## src/verilog/cirq_regs.vh

```
// Constants for the command and interrupt register block.
// Included by cirq_top.v; holds definitions only.
`ifndef CIRQ_REGS_VH
`define CIRQ_REGS_VH

// Register indices; the byte address is four times the index
`define CIRQ_IDX_RSVD      3'h0
`define CIRQ_IDX_CMD       3'h1
`define CIRQ_IDX_PEN       3'h2
`define CIRQ_IDX_SEN       3'h3
`define CIRQ_IDX_PREQ      3'h4
`define CIRQ_IDX_SREQ      3'h5

// Reset values
`define CIRQ_RST_RSVD      8'h00
`define CIRQ_RST_CMD       8'h20
`define CIRQ_RST_PEN       8'h80
`define CIRQ_RST_SEN       8'h00
`define CIRQ_RST_PREQ      8'h14
`define CIRQ_RST_SREQ      8'h00

// Implemented bits of the secondary enable and both request registers
`define CIRQ_MASK_SEN      8'h94
`define CIRQ_MASK_PREQ     8'h7F
`define CIRQ_MASK_SREQ     8'h14

// Field positions
`define CIRQ_BIT_RCV_OFF   5
`define CIRQ_BIT_SLEEP     4
`define CIRQ_BIT_INVERT    7
`define CIRQ_BIT_PUSHPULL  7
`define CIRQ_BIT_SETSEL    7
`define CIRQ_BIT_EXT_ACT   4
`define CIRQ_BIT_CRC       2
`define CIRQ_BIT_TX        6
`define CIRQ_BIT_RX        5
`define CIRQ_BIT_IDLE      4
`define CIRQ_BIT_HI        3
`define CIRQ_BIT_LO        2
`define CIRQ_BIT_ERR       1
`define CIRQ_BIT_TIMER     0

// Command codes and the set of recognised codes
`define CIRQ_CMD_IDLE      4'h0
`define CIRQ_CMD_SOFTRST   4'hF
`define CIRQ_CMD_KNOWN     16'h80FF

// Wake-up time after leaving soft sleep, and clock period
`define CIRQ_WAKE_NS       1000
`define CIRQ_CLK_NS        5

`endif

```

## src/verilog/cirq_top.v

```verilog
// Command control and interrupt gating registers of a reader frontend.
// Assumes an Avalon-MM master on REF_CLK and one-cycle event pulses
// from the command engines, timer, CRC unit and alert logic.
//
// Behaviour
// - Command control resets to 20h: receiver off, awake, idle command.
// - Bit 5 of command control switches the analog receiver off; read/write.
// - Writing one to bit 4 enters soft sleep.
// - Clearing bit 4 starts wake-up; bit reads one until ready.
// - Setting bit 4 is ignored while the soft-reset command runs.
// - Writing bits 3..0 starts a command; reading shows the running command.
// - Primary enable register at 02h resets to 80h, fully read/write.
// - Enable bit 7 set inverts the pin against the summary status.
// - Reset inversion with open-drain driver leaves the pin undriven.
// - Primary enable bits 6..0 pass their request flags to the pin.
// - Secondary enable at 03h resets to 00h; bits 6,5,3,1,0 reserved.
// - Secondary enable bit 7 selects push-pull, else open-drain pin.
// - Secondary enable bits 4 and 2 gate activity and CRC requests.
// - Primary request at 04h resets to 14h; bit 7 set/clear selector.
// - Register 00h resets to 00h and does nothing.
// - Request write: bit 7 one sets marked flags, zero clears them.
// - Idle flag sets when a command ends; host idle write does not.
// - Unknown command code returns to idle and sets the idle flag.
//
// The Avalon-MM interface to the registers was chosen for this implementation.
`timescale 1ns/10ps
`include "cirq_regs.vh"

module cirq_top #(
  parameter [11:0] WAKE_CYCLES = (`CIRQ_WAKE_NS + `CIRQ_CLK_NS - 1) / `CIRQ_CLK_NS,
  parameter [15:0] CMD_KNOWN   = `CIRQ_CMD_KNOWN
) (
  input  wire        REF_CLK,
  input  wire        RST_N,
  input  wire [4:0]  AVS_ADDRESS,
  input  wire        AVS_READ,
  input  wire        AVS_WRITE,
  input  wire [31:0] AVS_WRITEDATA,
  input  wire [3:0]  AVS_BYTEENABLE,
  output wire [31:0] AVS_READDATA,
  output wire        AVS_WAITREQUEST,
  input  wire        CMD_DONE,
  input  wire        TX_DONE_SET,
  input  wire        RX_DONE_SET,
  input  wire        HIGH_ALERT_SET,
  input  wire        LOW_ALERT_SET,
  input  wire        ERROR_SET,
  input  wire        TIMER_EXPIRY_SET,
  input  wire        EXT_INPUT_ACTIVITY_SET,
  input  wire        CRC_DONE_SET,
  output wire [3:0]  COMMAND,
  output wire        CMD_START,
  output wire        RECEIVER_OFF,
  output wire        SOFT_SLEEP,
  output wire        IRQ_O,
  output wire        IRQ_OE
);

  // Reset image of command control, split into its fields at reset
  localparam [7:0] RST_CMD   = `CIRQ_RST_CMD;
  // Bits that exist in each request register; bit 7 only steers writes
  localparam [7:0] PREQ_MASK = `CIRQ_MASK_PREQ;
  localparam [7:0] SREQ_MASK = `CIRQ_MASK_SREQ;

  // Write strobe of one register index; shared by every mapped register
  function cirq_sel;
    input       strobe;
    input [2:0] at;
    input [2:0] want;
    begin
      cirq_sel = strobe & (at == want);
    end
  endfunction

  // Set/clear update of a request register; hardware sets win
  // over a host clear in the same cycle, so no event is lost
  function [7:0] cirq_setclr;
    input [7:0] cur;
    input       hit;
    input [7:0] wd;
    input [7:0] hw;
    input [7:0] mask;
    reg   [7:0] v;
    begin
      v = cur;
      if (hit) begin
        if (wd[`CIRQ_BIT_SETSEL])
          v = v | wd;
        else
          v = v & ~wd;
      end
      cirq_setclr = (v | hw) & mask;
    end
  endfunction

  // State registers
  reg        waitreq_r;
  reg [31:0] rdata_r;
  reg        rcv_off_r;
  reg        sleep_r;
  reg [11:0] wake_cnt_r;
  reg [3:0]  cmd_r;
  reg        cmd_start_r;
  reg [7:0]  pen_r;
  reg [7:0]  sen_r;
  reg [7:0]  preq_r;
  reg [7:0]  sreq_r;
  reg        soft_sleep_r;
  reg        irq_o_r;
  reg        irq_oe_r;

  // Next values
  reg        waitreq_nxt;
  reg [31:0] rdata_nxt;
  reg        rcv_off_nxt;
  reg        sleep_nxt;
  reg [11:0] wake_cnt_nxt;
  reg [3:0]  cmd_nxt;
  reg        cmd_start_nxt;
  reg [7:0]  pen_nxt;
  reg [7:0]  sen_nxt;
  reg [7:0]  preq_nxt;
  reg [7:0]  sreq_nxt;
  reg        soft_sleep_nxt;
  reg        irq_o_nxt;
  reg        irq_oe_nxt;
  reg        idle_set;
  reg [7:0]  rd_byte;

  // Bus decode; only the low byte lane carries register data
  wire [2:0] idx     = AVS_ADDRESS[4:2];
  wire [7:0] wd      = AVS_WRITEDATA[7:0];
  wire       req     = AVS_READ | AVS_WRITE;
  wire       wr      = AVS_WRITE & ~waitreq_r & AVS_BYTEENABLE[0];

  // Write strobes, one per mapped register
  wire       wr_cmd  = cirq_sel(wr, idx, `CIRQ_IDX_CMD);
  wire       wr_pen  = cirq_sel(wr, idx, `CIRQ_IDX_PEN);
  wire       wr_sen  = cirq_sel(wr, idx, `CIRQ_IDX_SEN);
  wire       wr_preq = cirq_sel(wr, idx, `CIRQ_IDX_PREQ);
  wire       wr_sreq = cirq_sel(wr, idx, `CIRQ_IDX_SREQ);

  // Command decode
  wire       waking  = (wake_cnt_r != 12'h000);
  wire       known   = CMD_KNOWN[wd[3:0]];

  // Hardware set vectors in register bit order
  wire [7:0] prim_set = {1'b0, TX_DONE_SET, RX_DONE_SET, idle_set,
                         HIGH_ALERT_SET, LOW_ALERT_SET, ERROR_SET,
                         TIMER_EXPIRY_SET};
  wire [7:0] sec_set  = {3'b000, EXT_INPUT_ACTIVITY_SET, 1'b0,
                         CRC_DONE_SET, 2'b00};

  // Per-bit gating of flags by enables; masks keep reserved bits
  // away from the pin even if a set vector ever fills them
  wire [7:0] prim_hit;
  wire [7:0] sec_hit;
  genvar     gi;
  generate
    for (gi = 0; gi < 8; gi = gi + 1) begin : gate_bit
      assign prim_hit[gi] = preq_r[gi] & pen_r[gi] & PREQ_MASK[gi];
      assign sec_hit[gi]  = sreq_r[gi] & sen_r[gi] & SREQ_MASK[gi];
    end
  endgenerate

  // Summary status and pin level from the registered flags
  wire       irq_any  = (|prim_hit) | (|sec_hit);
  wire       irq_lvl  = irq_any ^ pen_r[`CIRQ_BIT_INVERT];

  // Bus handshake: one wait cycle, then a single ready cycle; the
  // registered ready keeps the bus answer off any combinational path
  always @* begin
    waitreq_nxt = 1'b1;
    if (req & waitreq_r)
      waitreq_nxt = 1'b0;
  end

  // Read multiplexer; register 00h and unmapped slots read zero
  always @* begin
    rd_byte = 8'h00;
    case (idx)
      `CIRQ_IDX_RSVD: rd_byte = `CIRQ_RST_RSVD;
      `CIRQ_IDX_CMD: begin
        rd_byte = {2'b00, rcv_off_r, sleep_r | waking, cmd_r};
      end
      `CIRQ_IDX_PEN:  rd_byte = pen_r;
      `CIRQ_IDX_SEN:  rd_byte = sen_r & `CIRQ_MASK_SEN;
      `CIRQ_IDX_PREQ: rd_byte = preq_r & `CIRQ_MASK_PREQ;
      `CIRQ_IDX_SREQ: rd_byte = sreq_r & `CIRQ_MASK_SREQ;
      default:        rd_byte = 8'h00;
    endcase
  end

  // Read data is captured as the request is taken and then held,
  // so the master may sample it at the ready edge or later
  always @* begin
    rdata_nxt = rdata_r;
    if (req & waitreq_r)
      rdata_nxt = {24'h000000, rd_byte};
  end

  // Command field, receiver switch and soft sleep
  always @* begin
    rcv_off_nxt   = rcv_off_r;
    sleep_nxt     = sleep_r;
    wake_cnt_nxt  = wake_cnt_r;
    cmd_nxt       = cmd_r;
    cmd_start_nxt = 1'b0;
    idle_set      = 1'b0;
    if (waking)
      wake_cnt_nxt = wake_cnt_r - 12'h001;
    if (wr_cmd) begin
      rcv_off_nxt = wd[`CIRQ_BIT_RCV_OFF];
      if (wd[`CIRQ_BIT_SLEEP]) begin
        // A running soft reset must finish before sleep is allowed
        if (cmd_r != `CIRQ_CMD_SOFTRST) begin
          sleep_nxt    = 1'b1;
          wake_cnt_nxt = 12'h000;
        end
      end else if (sleep_r) begin
        sleep_nxt    = 1'b0;
        wake_cnt_nxt = WAKE_CYCLES;
      end
      if (known) begin
        cmd_nxt       = wd[3:0];
        cmd_start_nxt = (wd[3:0] != `CIRQ_CMD_IDLE);
      end else begin
        cmd_nxt  = `CIRQ_CMD_IDLE;
        idle_set = 1'b1;
      end
    end else if (CMD_DONE & (cmd_r != `CIRQ_CMD_IDLE)) begin
      // Engine finished on its own: back to idle and flag it
      cmd_nxt  = `CIRQ_CMD_IDLE;
      idle_set = 1'b1;
    end
  end

  // Enable registers; reserved secondary bits never store a one,
  // so they read back as zero; the read multiplexer masks them as well
  always @* begin
    pen_nxt = pen_r;
    if (wr_pen)
      pen_nxt = wd;
    sen_nxt = sen_r;
    if (wr_sen)
      sen_nxt = wd & `CIRQ_MASK_SEN;
  end

  // Request flags; the selector bit itself is never stored,
  // it only decides whether marked flags are set or cleared
  always @* begin
    preq_nxt = cirq_setclr(preq_r, wr_preq, wd, prim_set, PREQ_MASK);
    sreq_nxt = cirq_setclr(sreq_r, wr_sreq, wd, sec_set, SREQ_MASK);
  end

  // Pin level for the next edge; open drain only ever pulls low,
  // a released line is left to the board pull-up
  always @* begin
    irq_o_nxt  = 1'b0;
    irq_oe_nxt = 1'b0;
    case (sen_r[`CIRQ_BIT_PUSHPULL])
      1'b1: begin
        irq_o_nxt  = irq_lvl;
        irq_oe_nxt = 1'b1;
      end
      default: begin
        irq_o_nxt  = 1'b0;
        irq_oe_nxt = ~irq_lvl;
      end
    endcase
  end

  // Core stays asleep until the wake-up count has run out; the
  // output follows next state so it moves with the write edge
  always @* begin
    soft_sleep_nxt = sleep_nxt | (wake_cnt_nxt != 12'h000);
  end

  // Bus flops; waitrequest idles high, so every request waits once
  always @(posedge REF_CLK or negedge RST_N) begin
    if (!RST_N) begin
      waitreq_r <= 1'b1;
      rdata_r   <= 32'h00000000;
    end else begin
      waitreq_r <= waitreq_nxt;
      rdata_r   <= rdata_nxt;
    end
  end

  // Command control flops; reset takes every field from the reset image
  always @(posedge REF_CLK or negedge RST_N) begin
    if (!RST_N) begin
      rcv_off_r    <= RST_CMD[`CIRQ_BIT_RCV_OFF];
      sleep_r      <= RST_CMD[`CIRQ_BIT_SLEEP];
      wake_cnt_r   <= 12'h000;
      cmd_r        <= RST_CMD[3:0];
      cmd_start_r  <= 1'b0;
      soft_sleep_r <= RST_CMD[`CIRQ_BIT_SLEEP];
    end else begin
      rcv_off_r    <= rcv_off_nxt;
      sleep_r      <= sleep_nxt;
      wake_cnt_r   <= wake_cnt_nxt;
      cmd_r        <= cmd_nxt;
      cmd_start_r  <= cmd_start_nxt;
      soft_sleep_r <= soft_sleep_nxt;
    end
  end

  // Enable and request flops
  always @(posedge REF_CLK or negedge RST_N) begin
    if (!RST_N) begin
      pen_r  <= `CIRQ_RST_PEN;
      sen_r  <= `CIRQ_RST_SEN;
      preq_r <= `CIRQ_RST_PREQ;
      sreq_r <= `CIRQ_RST_SREQ;
    end else begin
      pen_r  <= pen_nxt;
      sen_r  <= sen_nxt;
      preq_r <= preq_nxt;
      sreq_r <= sreq_nxt;
    end
  end

  // Pin flops; out of reset the line is released, so with inversion
  // on and open drain no interrupt shows until a flag is enabled
  always @(posedge REF_CLK or negedge RST_N) begin
    if (!RST_N) begin
      irq_o_r  <= 1'b0;
      irq_oe_r <= 1'b0;
    end else begin
      irq_o_r  <= irq_o_nxt;
      irq_oe_r <= irq_oe_nxt;
    end
  end

  // Outputs straight from flops
  assign AVS_WAITREQUEST = waitreq_r;
  assign AVS_READDATA    = rdata_r;
  assign COMMAND         = cmd_r;
  assign CMD_START       = cmd_start_r;
  assign RECEIVER_OFF    = rcv_off_r;
  assign SOFT_SLEEP      = soft_sleep_r;
  assign IRQ_O           = irq_o_r;
  assign IRQ_OE          = irq_oe_r;

endmodule // cirq_top

```

## config.mk

```make
export PLATFORM = sky130hd
export DESIGN_NAME = cirq_top
export DESIGN_NICKNAME = d
export VERILOG_FILES = /design/src/verilog/cirq_top.v
export VERILOG_INCLUDE_DIRS = /design/src /design/src/verilog
export SDC_FILE = /design/constraint.sdc
export NUM_CORES = 1
export LEC_CHECK = 0
export ABC_AREA = 1
export BUFFER_PORTS_ARGS = -buffer_cell sky130_fd_sc_hd__buf_2
export CORE_MARGIN = 4
export CORE_UTILIZATION = 54
export DETAILED_ROUTE_END_ITERATION = 10
export PLACE_DENSITY = 0.9
export SYNTH_ARGS = -nofsm -noshare
export SYNTH_HDL_FRONTEND = slang
export SYNTH_SLANG_ARGS = --single-unit
```

## constraint.sdc

```tcl
create_clock -name REF_CLK -period 3.5 [get_ports REF_CLK]
set_input_delay 0.35 -clock REF_CLK [delete_from_list [all_inputs] [get_ports REF_CLK]]
set_output_delay 0.35 -clock REF_CLK [all_outputs]
set_load 0.01 [all_outputs]
```

==> results of run 1 <==
## worst reg2reg max path, cell delays in order (launching register included)
cell,delay [ns]
dfrtp_1,0.41
inv_1,0.11
ha_1,0.22
nand2_2,0.13
nor2_4,0.14
nand3_2,0.23
nand2_1,0.14
inv_1,0.05
nand2_1,0.07
nand3_1,0.09
nor2_1,0.14
nand4_1,0.12
## layout make-up
type / count / area, µm² / share of cell area (%)
Multi-Input combinational cell: 277 / 1330 / 41.8
Timing Repair Buffer: 43 / 218 / 6.82
Sequential cell: 51 / 1280 / 40.1
Tap cell: 70 / 87.6 / 2.74
Inverter: 45 / 169 / 5.29
Clock inverter: 1 / 7.51 / 0.235
Clock buffer: 7 / 96.3 / 3.02
## per-layer routing
layer / vias up / global-route usage, %
met1: 1213 / 26.1
met3: 11 / 5.43
li1: 1244 / -
met2: 122 / 36.2
met5: - / 0
met4: 0 / 7.26
## registers in the layout (all words and copies together), names as in the netlist, 2 cells and up
name,cells
cirq_setclr.cur,2
AVS_READDATA,8
COMMAND,4
pen_r,8
wake_cnt_r,12
preq_r,7
sen_r,3
## where the power goes
part           total [mW]  switching [mW]  internal [mW]
combinational       0.573           0.372          0.201
sequential          0.835           0.108          0.727
clock               0.376           0.197          0.180
total                1.78           0.677           1.11
## logic make-up (layout without fill, tap and decap cells)
kind of cell,count (synthesis),in the layout,synth area share [%]
AO/OA/AOI/OAI,47,47,9.35
flip-flops,51,51,44.2
other,1,24,0.129
adder cells (fa/ha/maj),1,1,0.431
buffers and inverters,73,96,12.8
AND/OR/NAND/NOR,202,202,32.2
XOR/XNOR,3,3,0.905
## cell usage after synthesis, types with 3 or more instances
master / count
nor2_4: 5
nand2_1: 113
o21ai_0: 26
o211ai_1: 3
dfstp_2: 5
nor2_1: 28
nand3b_1: 6
nor2_2: 3
o21ai_1: 4
nand3_2: 3
nand4_1: 3
a21oi_1: 4
buf_4: 24
inv_1: 43
nand3_1: 30
dfrtp_1: 46
a22o_1: 3
nand2_2: 5
## final timing paths
| check | from | endpoint | slack [ns] | cells past startpoint |
|---|---|---|---|---|
| max in group asynchronous | RST_N | pen_r[7] | 2.65 | 2 |
| worst max-delay path | wake_cnt_r[0] | SOFT_SLEEP | 1.51 | 11 |
| worst max register to register | wake_cnt_r[0] | SOFT_SLEEP | 1.51 | 11 |
| min in group REF_CLK | TX_DONE_SET | preq_r[6] | 0.22 | 2 |
| worst min register to register | AVS_READDATA[1] | AVS_READDATA[1] | 0.48 | 2 |
| worst min-delay path | RST_N | CMD_START | 0.06 | 1 |
## stage by stage
step / util [%] / setup slack (ns)
3_3_place_gp: 59.7 / 1.60
3_5_place_dp: 59.7 / 1.53
2_1_floorplan: - / 1.93
4_1_cts: 61.8 / 1.53
6_report: 61.8 / 1.51
5_1_grt: 61.8 / 1.41
==> impl_metrics.json, run 1 <==
{
  "worst_pin_slew_ns": 1.09,
  "grt_pass1_wl_um": 10700,
  "crit_required_ns": 3.68,
  "drive_above_1_share_pct": 18.2,
  "wl_per_cell_um": 13.5,
  "overflow": 0,
  "outcome": "finished clean",
  "route.vias.total": 2590,
  "final_cell_mix": "113 x nand2_1, 46 x dfrtp_1, 43 x inv_1",
  "tns_ns": 0,
  "cts.sinks": 51,
  "diodes": 0,
  "coreArea_mm2": 0.00517,
  "die_x_um": 81.3,
  "finalNonFillerCells": 494,
  "numCtsBuffers": 5,
  "drv_cap": 0,
  "io-pin-count": 96,
  "synth_edf_count": 0,
  "highest_layer": "met4",
  "antenna_found_initial": 0,
  "cts-root-buf": "clkbuf_8",
  "ys_seq_area_share_pct": 44.2,
  "wirelength_um": 6670,
  "cts_resized": 0,
  "slowest_delay_ns": 0.41,
  "fmax_mhz": 504,
  "dp_cells": 486,
  "m1WireLength_um": 2630,
  "synthFlopType": "dfrtp_1",
  "yosysTopAreaCell": "dfrtp_1",
  "h-tree-depth": 2,
  "cts_hold_buffers": 0,
  "synth-seq-cells": 51,
  "hold_ws_ns": 0.0577,
  "cts_setup_buffers": 0,
  "hpwl_um": 5130,
  "avgSynthCellArea_um2": 7.68,
  "nFillCells": 465,
  "leakagePower_nw": 1.71,
  "ir_drop_v": 0.000344,
  "firstDrtPassIters": 5,
  "grt_setup_unrepaired": "no",
  "path_max_fanout": 11,
  "async_reset_ff_share_pct": 100,
  "fin_crit_sh_pct": 56.7,
  "skew_ns": 0.00794,
  "num_rows": 26,
  "gp_congestion": 0.887,
  "place_area_mm2": 0.00309,
  "p_per_area_mw_per_mm2": 559,
  "final_nets": 478,
  "met3_length_um": 512,
  "grt_usage_pct": 21.2,
  "final_common_cell": "nand2_1",
  "critPathTopFamily": "simple AND/OR/NAND/NOR gates",
  "syn_inst": 378,
  "start_kind": "flop",
  "endpoint_kind": "flop",
  "fin_area_mm2": 0.00319,
  "die_y_um": 81.3,
  "first_iter_violations": 190,
  "final-hold-violation-count": 0,
  "finalMaxSlewViolations": 0,
  "area_delta_synth_final_pct": 10.0,
  "yosysWarnings": 0,
  "cp_data_arrival_time_ns": 2.16,
  "grt_pass1_vias": 2378,
  "viasPerCell": 5.24,
  "insertion_delay_ns": 0.32,
  "wl_met2_um": 3440,
  "path_clk_slew_ns": 0.09,
  "cts_tree": "done",
  "relSlewSlack_pct": 26.4,
  "critical_path.cell_chain": "inv_1 -> ha_1 -> nand2_2 -> nor2_4 -> nand3_2 -> nand2_1 -> inv_1 -> nand2_1 -> nand3_1 -> nor2_1 -> nand4_1",
  "worstSetupPathType": "flop to flop",
  "period_minus_slack_ns": 1.99,
  "slowest_stage": "dfrtp_1",
  "grt_max_degree": 32,
  "clockBufferDepth": 2,
  "drc": 0,
  "synth.distinct_cells": 37,
  "synth_top_area_share_pct": 39.7,
  "ant_nets": 0,
  "hold_path.class": "input pin to async pin",
  "totalPowerFinal_mw": 1.78,
  "worst-path-buf-inv": 2,
  "setup_viol": 0,
  "dieArea_mm2": 0.00661,
  "synthTopCellsByArea": "dfrtp_1 40%, nand2_1 15%, buf_4 6.2%",
  "portBuffers": 42,
  "netlist_area_mm2": 0.00290,
  "initial_core_util_pct": 56.1
}
Power figures use the tool's default switching activity.
==> inputs of run 2 (changes only) <==
--- a/config.mk
+++ b/config.mk
@@ -9,9 +9,9 @@
 export ABC_AREA = 1
 export BUFFER_PORTS_ARGS = -buffer_cell sky130_fd_sc_hd__buf_2
 export CORE_MARGIN = 4
-export CORE_UTILIZATION = 54
+export CORE_UTILIZATION = 46
 export DETAILED_ROUTE_END_ITERATION = 10
-export PLACE_DENSITY = 0.9
+export PLACE_DENSITY = 0.82
 export SYNTH_ARGS = -nofsm -noshare
 export SYNTH_HDL_FRONTEND = slang
 export SYNTH_SLANG_ARGS = --single-unit
==> constraint.sdc (replaced) <==
create_clock -name REF_CLK -period 1.65 [get_ports REF_CLK]
set_input_delay 0.165 -clock REF_CLK [delete_from_list [all_inputs] [get_ports REF_CLK]]
set_output_delay 0.165 -clock REF_CLK [all_outputs]
set_load 0.01 [all_outputs]
==> impl_metrics.json, run 2 (synthesis results as in run 1) <==
{
  "outcome": "finished with violations",
  "failed_checks": "setup timing",
  "wirelength_um": 7150,
  "largest_register": "wake_cnt_r",
  "rr_endpoint": "SOFT_SLEEP",
  "critical_path.cell_chain": "inv_2 -> ha_4 -> nand2_4 -> nor2_4 -> buf_4 -> nand2_1 -> nand2_1 -> nand2_1 -> nand2_1 -> nand3_1 -> nor2_2 -> nand4_1",
  "final_common_cell": "nand2_1",
  "io-pin-count": 96,
  "initial_core_util_pct": 48.2,
  "hold_ws_ns": 0.0375,
  "coreArea_mm2": 0.00603,
  "r2r_cells": 12,
  "gp_congestion": 0.925,
  "endpoint_kind": "flop",
  "regArea_mm2": 0.00128,
  "cts.sinks": 51,
  "clockBufferDepth": 2,
  "grt_pass1_wl_um": 11800,
  "setup_viol": 1,
  "totalPowerFinal_mw": 4.41,
  "cts-root-buf": "clkbuf_8",
  "hpwl_um": 5380,
  "wl_per_cell_um": 13.3,
  "die_y_um": 87.4,
  "cp.depth": 12,
  "final-hold-violation-count": 0,
  "numCtsBuffers": 5,
  "finalMaxSlewViolations": 0,
  "skew_ns": 0.00834,
  "cp_data_arrival_time_ns": 1.83,
  "crit_start": "wake_cnt_r[0]",
  "grt_max_degree": 52,
  "h-tree-depth": 2,
  "portBuffers": 42,
  "leakagePower_nw": 1.91,
  "path_clk_slew_ns": 0.10,
  "viasPerCell": 5.09,
  "path_max_fanout": 4,
  "pwr-share-seq_pct": 39.5,
  "tns_ns": -0.00374,
  "cts_setup_buffers": 0,
  "p_per_area_mw_per_mm2": 1240,
  "hold_path.class": "input pin to flop",
  "cp-endpoint": "SOFT_SLEEP",
  "first_iter_violations": 160,
  "p_clk_share_pct": 20.0,
  "slowest_delay_ns": 0.40,
  "crit_required_ns": 1.83,
  "ant_nets": 0,
  "intPower_mw": 2.79,
  "dp_slack_ns": -0.114,
  "slowest_stage": "dfrtp_1",
  "grt_usage_pct": 19.7,
  "drv_cap": 0,
  "p_comb_share_pct": 40.5,
  "insertion_delay_ns": 0.31,
  "final_cell_mix": "113 x nand2_1, 46 x dfrtp_1, 42 x buf_2",
  "critPathTopFamily": "simple AND/OR/NAND/NOR gates",
  "grt_setup_unrepaired": "yes",
  "fin_util_pct": 59.1,
  "worst-path-buf-inv": 2,
  "start_kind": "flop",
  "route.vias.total": 2727,
  "fin_crit_sh_pct": 100,
  "drc": 0,
  "fmax_mhz": 605,
  "grt_pass1_vias": 2658,
  "largest_reg_flops": 12,
  "nFillCells": 523,
  "period_minus_slack_ns": 1.65,
  "r2r-start": "wake_cnt_r[0]",
  "firstDrtPassIters": 4,
  "switching_share_pct": 36.7,
  "area_delta_synth_final_pct": 22.7,
  "drive_above_1_share_pct": 26.7,
  "final_nets": 515,
  "overflow": 0,
  "timing.final.ws_setup_ns": -0.00374,
  "worstSetupPathType": "flop to flop",
  "antenna_found_initial": 0,
  "multi_input_area_mm2": 0.00139,
  "r2r_slack_ns": -0.004,
  "die_x_um": 87.4,
  "ir_drop_v": 0.000739,
  "num_rows": 28,
  "switchingPower_mw": 1.62,
  "critPathMostFrequentCell": "nand2_1",
  "cts_tree": "done",
  "dieArea_mm2": 0.00765,
  "diodes": 0
}
## run 2: cell count changes in the layout (fill, tap and decap cells not counted), sizes merged
cell,before,now
bufinv,0,1
dlygate4sd3,0,1
clkinvlp,1,0
clkinv,0,2
clkbuf,7,5
buf,43,79
## run 2: per-layer routing
layer / GRT usage [%] / share of wire (%)
met3: 4.73 / 6.2
met1: 24.0 / 41
met2: 33.8 / 51
met4: 6.69 / 2.0
met5: 0 / 0
## run 2: layout make-up
class                   instances  share of cell area [%]
multi-input cells             277                    39.0
flip-flops and latches         51                    36.0
repair buffers                 80                    14.4
inverters                      45                    4.74
well taps                      75                    2.64
clock buffers                   5                    1.93
clock inverters                 3                    1.23
## run 2: worst min path at each step
stage / from / endpoint / slack, ns / cells after the start
after detailed placement: RST_N / preq_r[0] / 0.17 / 2
final: ERROR_SET / preq_r[1] / 0.04 / 2
after global routing: HIGH_ALERT_SET / preq_r[3] / 0.03 / 2
after global placement: RST_N / preq_r[1] / 0.17 / 2
after floorplan: RST_N / AVS_READDATA[0] / -0.13 / 0
after CTS: ERROR_SET / preq_r[1] / 0.03 / 2
## run 2: repair_timing
| item | CTS | global route |
|---|---|---|
| pin swaps | 5 | 4 |
| cloned | 0 | 0 |
| hold buffers | 1 | 0 |
| endpoints found under the setup margin | 4 | 3 |
| resized for setup | 12 | 6 |
| hold endpoints to repair | 46 | 0 |
## run 2: power by group through the flow
stage | registers [mW] | logic [mW] | clock network, mW
floorplan | 1.76 | 0.896 | 0
CTS | 1.73 | 1.74 | 0.896
detailed placement | 1.75 | 1.66 | 0
finish | 1.74 | 1.78 | 0.883
global placement | 1.74 | 1.59 | 0
global route | 1.78 | 2.00 | 0.945
## run 2: stage by stage
stage          cell area, µm²  std cells
2_1_floorplan            2990        401
3_3_place_gp             3380        527
3_5_place_dp             3380        527
4_1_cts                  3550        536
5_1_grt                  3560        536
6_report                 3560        536
==> inputs of run 3 (changes only) <==
--- a/config.mk
+++ b/config.mk
@@ -11,6 +11,7 @@
 export CORE_MARGIN = 4
 export CORE_UTILIZATION = 46
 export DETAILED_ROUTE_END_ITERATION = 10
+export HOLD_SLACK_MARGIN = 0.12
 export PLACE_DENSITY = 0.82
 export SYNTH_ARGS = -nofsm -noshare
 export SYNTH_HDL_FRONTEND = slang
==> impl_metrics.json, run 3 (synthesis results as in run 1) <==
{
  "outcome": "finished with violations",
  "failed_checks": "setup timing",
  "rr_endpoint": "SOFT_SLEEP",
  "cp_data_arrival_time_ns": 1.83,
  "coreArea_mm2": 0.00603,
  "drive_above_1_share_pct": 26.1,
  "fmax_mhz": 605,
  "endpoint_kind": "flop",
  "ir_drop_v": 0.000764,
  "ant_nets": 0,
  "r2r_slack_ns": -0.002,
  "firstDrtPassIters": 4,
  "initial_core_util_pct": 48.2,
  "grt_usage_pct": 20.2,
  "wirelength_um": 7390,
  "grt_pass1_wl_um": 12200,
  "route.vias.total": 2766,
  "leakagePower_nw": 1.95,
  "cts_tree": "done",
  "grt_max_degree": 52,
  "r2r_cells": 12,
  "antenna_found_initial": 0,
  "h-tree-depth": 2,
  "cts.sinks": 51,
  "finalMaxSlewViolations": 0,
  "drc": 0,
  "worstHoldStart": "AVS_WRITEDATA[2]",
  "insertion_delay_ns": 0.31,
  "fin_crit_sh_pct": 100,
  "place_area_mm2": 0.00338,
  "grt_setup_unrepaired": "yes",
  "io-pin-count": 96,
  "hpwl_um": 5380,
  "die_y_um": 87.4,
  "gp_congestion": 0.925,
  "overflow": 0,
  "diodes": 0,
  "start_kind": "flop",
  "dieArea_mm2": 0.00765,
  "drv_cap": 0,
  "area_delta_synth_final_pct": 26.1,
  "final_common_cell": "nand2_1",
  "clockBufferDepth": 2,
  "die_x_um": 87.4,
  "timing.final.ws_setup_ns": -0.00205,
  "numCtsBuffers": 5,
  "final_nets": 525,
  "largest_register": "wake_cnt_r",
  "path_clk_slew_ns": 0.09,
  "crit_start": "wake_cnt_r[0]",
  "skew_ns": 0.0106,
  "cp-endpoint": "SOFT_SLEEP",
  "wl_per_cell_um": 13.5,
  "path_max_fanout": 4,
  "p_per_area_mw_per_mm2": 1210,
  "portBuffers": 42,
  "final_cell_mix": "113 x nand2_1, 46 x dfrtp_1, 42 x buf_2",
  "setup_viol": 1,
  "crit_required_ns": 1.82,
  "viasPerCell": 5.07,
  "dp_slack_ns": -0.114,
  "largest_reg_flops": 12,
  "period_minus_slack_ns": 1.65,
  "fin_area_mm2": 0.00366,
  "cts_setup_buffers": 0,
  "final-hold-violation-count": 0,
  "first_iter_violations": 171,
  "worstSetupPathType": "flop to flop",
  "r2r-start": "wake_cnt_r[0]",
  "hold_path.class": "input pin to flop",
  "num_rows": 28,
  "grt_pass1_vias": 2727,
  "cts-root-buf": "clkbuf_8"
}
==> run 3: how the worst min path moves through the flow <==
stage | end | slack (ns) | depth (start not counted)
floorplan | AVS_READDATA[0] | -0.13 | 0
global placement | preq_r[1] | 0.17 | 2
detailed placement | preq_r[0] | 0.17 | 2
CTS | preq_r[2] | 0.12 | 3
global route | preq_r[3] | 0.14 | 3
finish | preq_r[2] | 0.13 | 3
==> run 3: routing by layer <==
metal	up-vias	track usage, %	part of all wire [%]
met4	0	6.28	1.8
met3	14	4.73	5.5
met2	92	35.4	52
li1	1341	-	-
met1	1319	24.5	41
met5	-	0	0
==> run 3: power by group <==
part	leakage, nW	switching, mW	internal, mW
logic	1.28	0.994	0.814
clock network	0.0581	0.436	0.452
registers	0.613	0.201	1.54
total	1.95	1.63	2.81
==> run 3: worst max-delay path: stages, from the launching register on <==
cell and delay, ns:
dfrtp_1 0.40, inv_2 0.08, ha_4 0.15, nand2_4 0.07
nor2_4 0.13, buf_4 0.14, nand2_1 0.05, nand2_1 0.06
nand2_1 0.06, nand2_1 0.08, nand3_1 0.09, nor2_2 0.11
nand4_1 0.10
==> run 3: through the flow <==
step                      utilization (%)  hold slack, ns  power, mW  setup TNS (ns)  std cells
after floorplan                         -          -0.131       2.66               0        401
after global placement               56.1           0.170       3.33          -0.137        527
after detailed placement             56.1           0.175       3.41          -0.192        527
after CTS                            60.5           0.124       4.39         -0.0452        546
after global routing                 60.8           0.139       4.75          -0.173        546
final                                60.8           0.132       4.44        -0.00205        546
==> run 3: area by class of cell <==
cell class	count	area, µm²
fillers	511	2360
multi-input cells	277	1390
flip-flops and latches	51	1280
repair buffers	90	614
inverters	45	169
well taps	75	93.8
clock buffers	5	68.8
clock inverters	3	43.8
==> run 3: repair_timing <==
action                     CTS  global route
hold buffers                11             0
setup endpoints to repair    4             3
pin swaps                    5             4
hold endpoints to repair    61             0
gates resized for setup     12             6
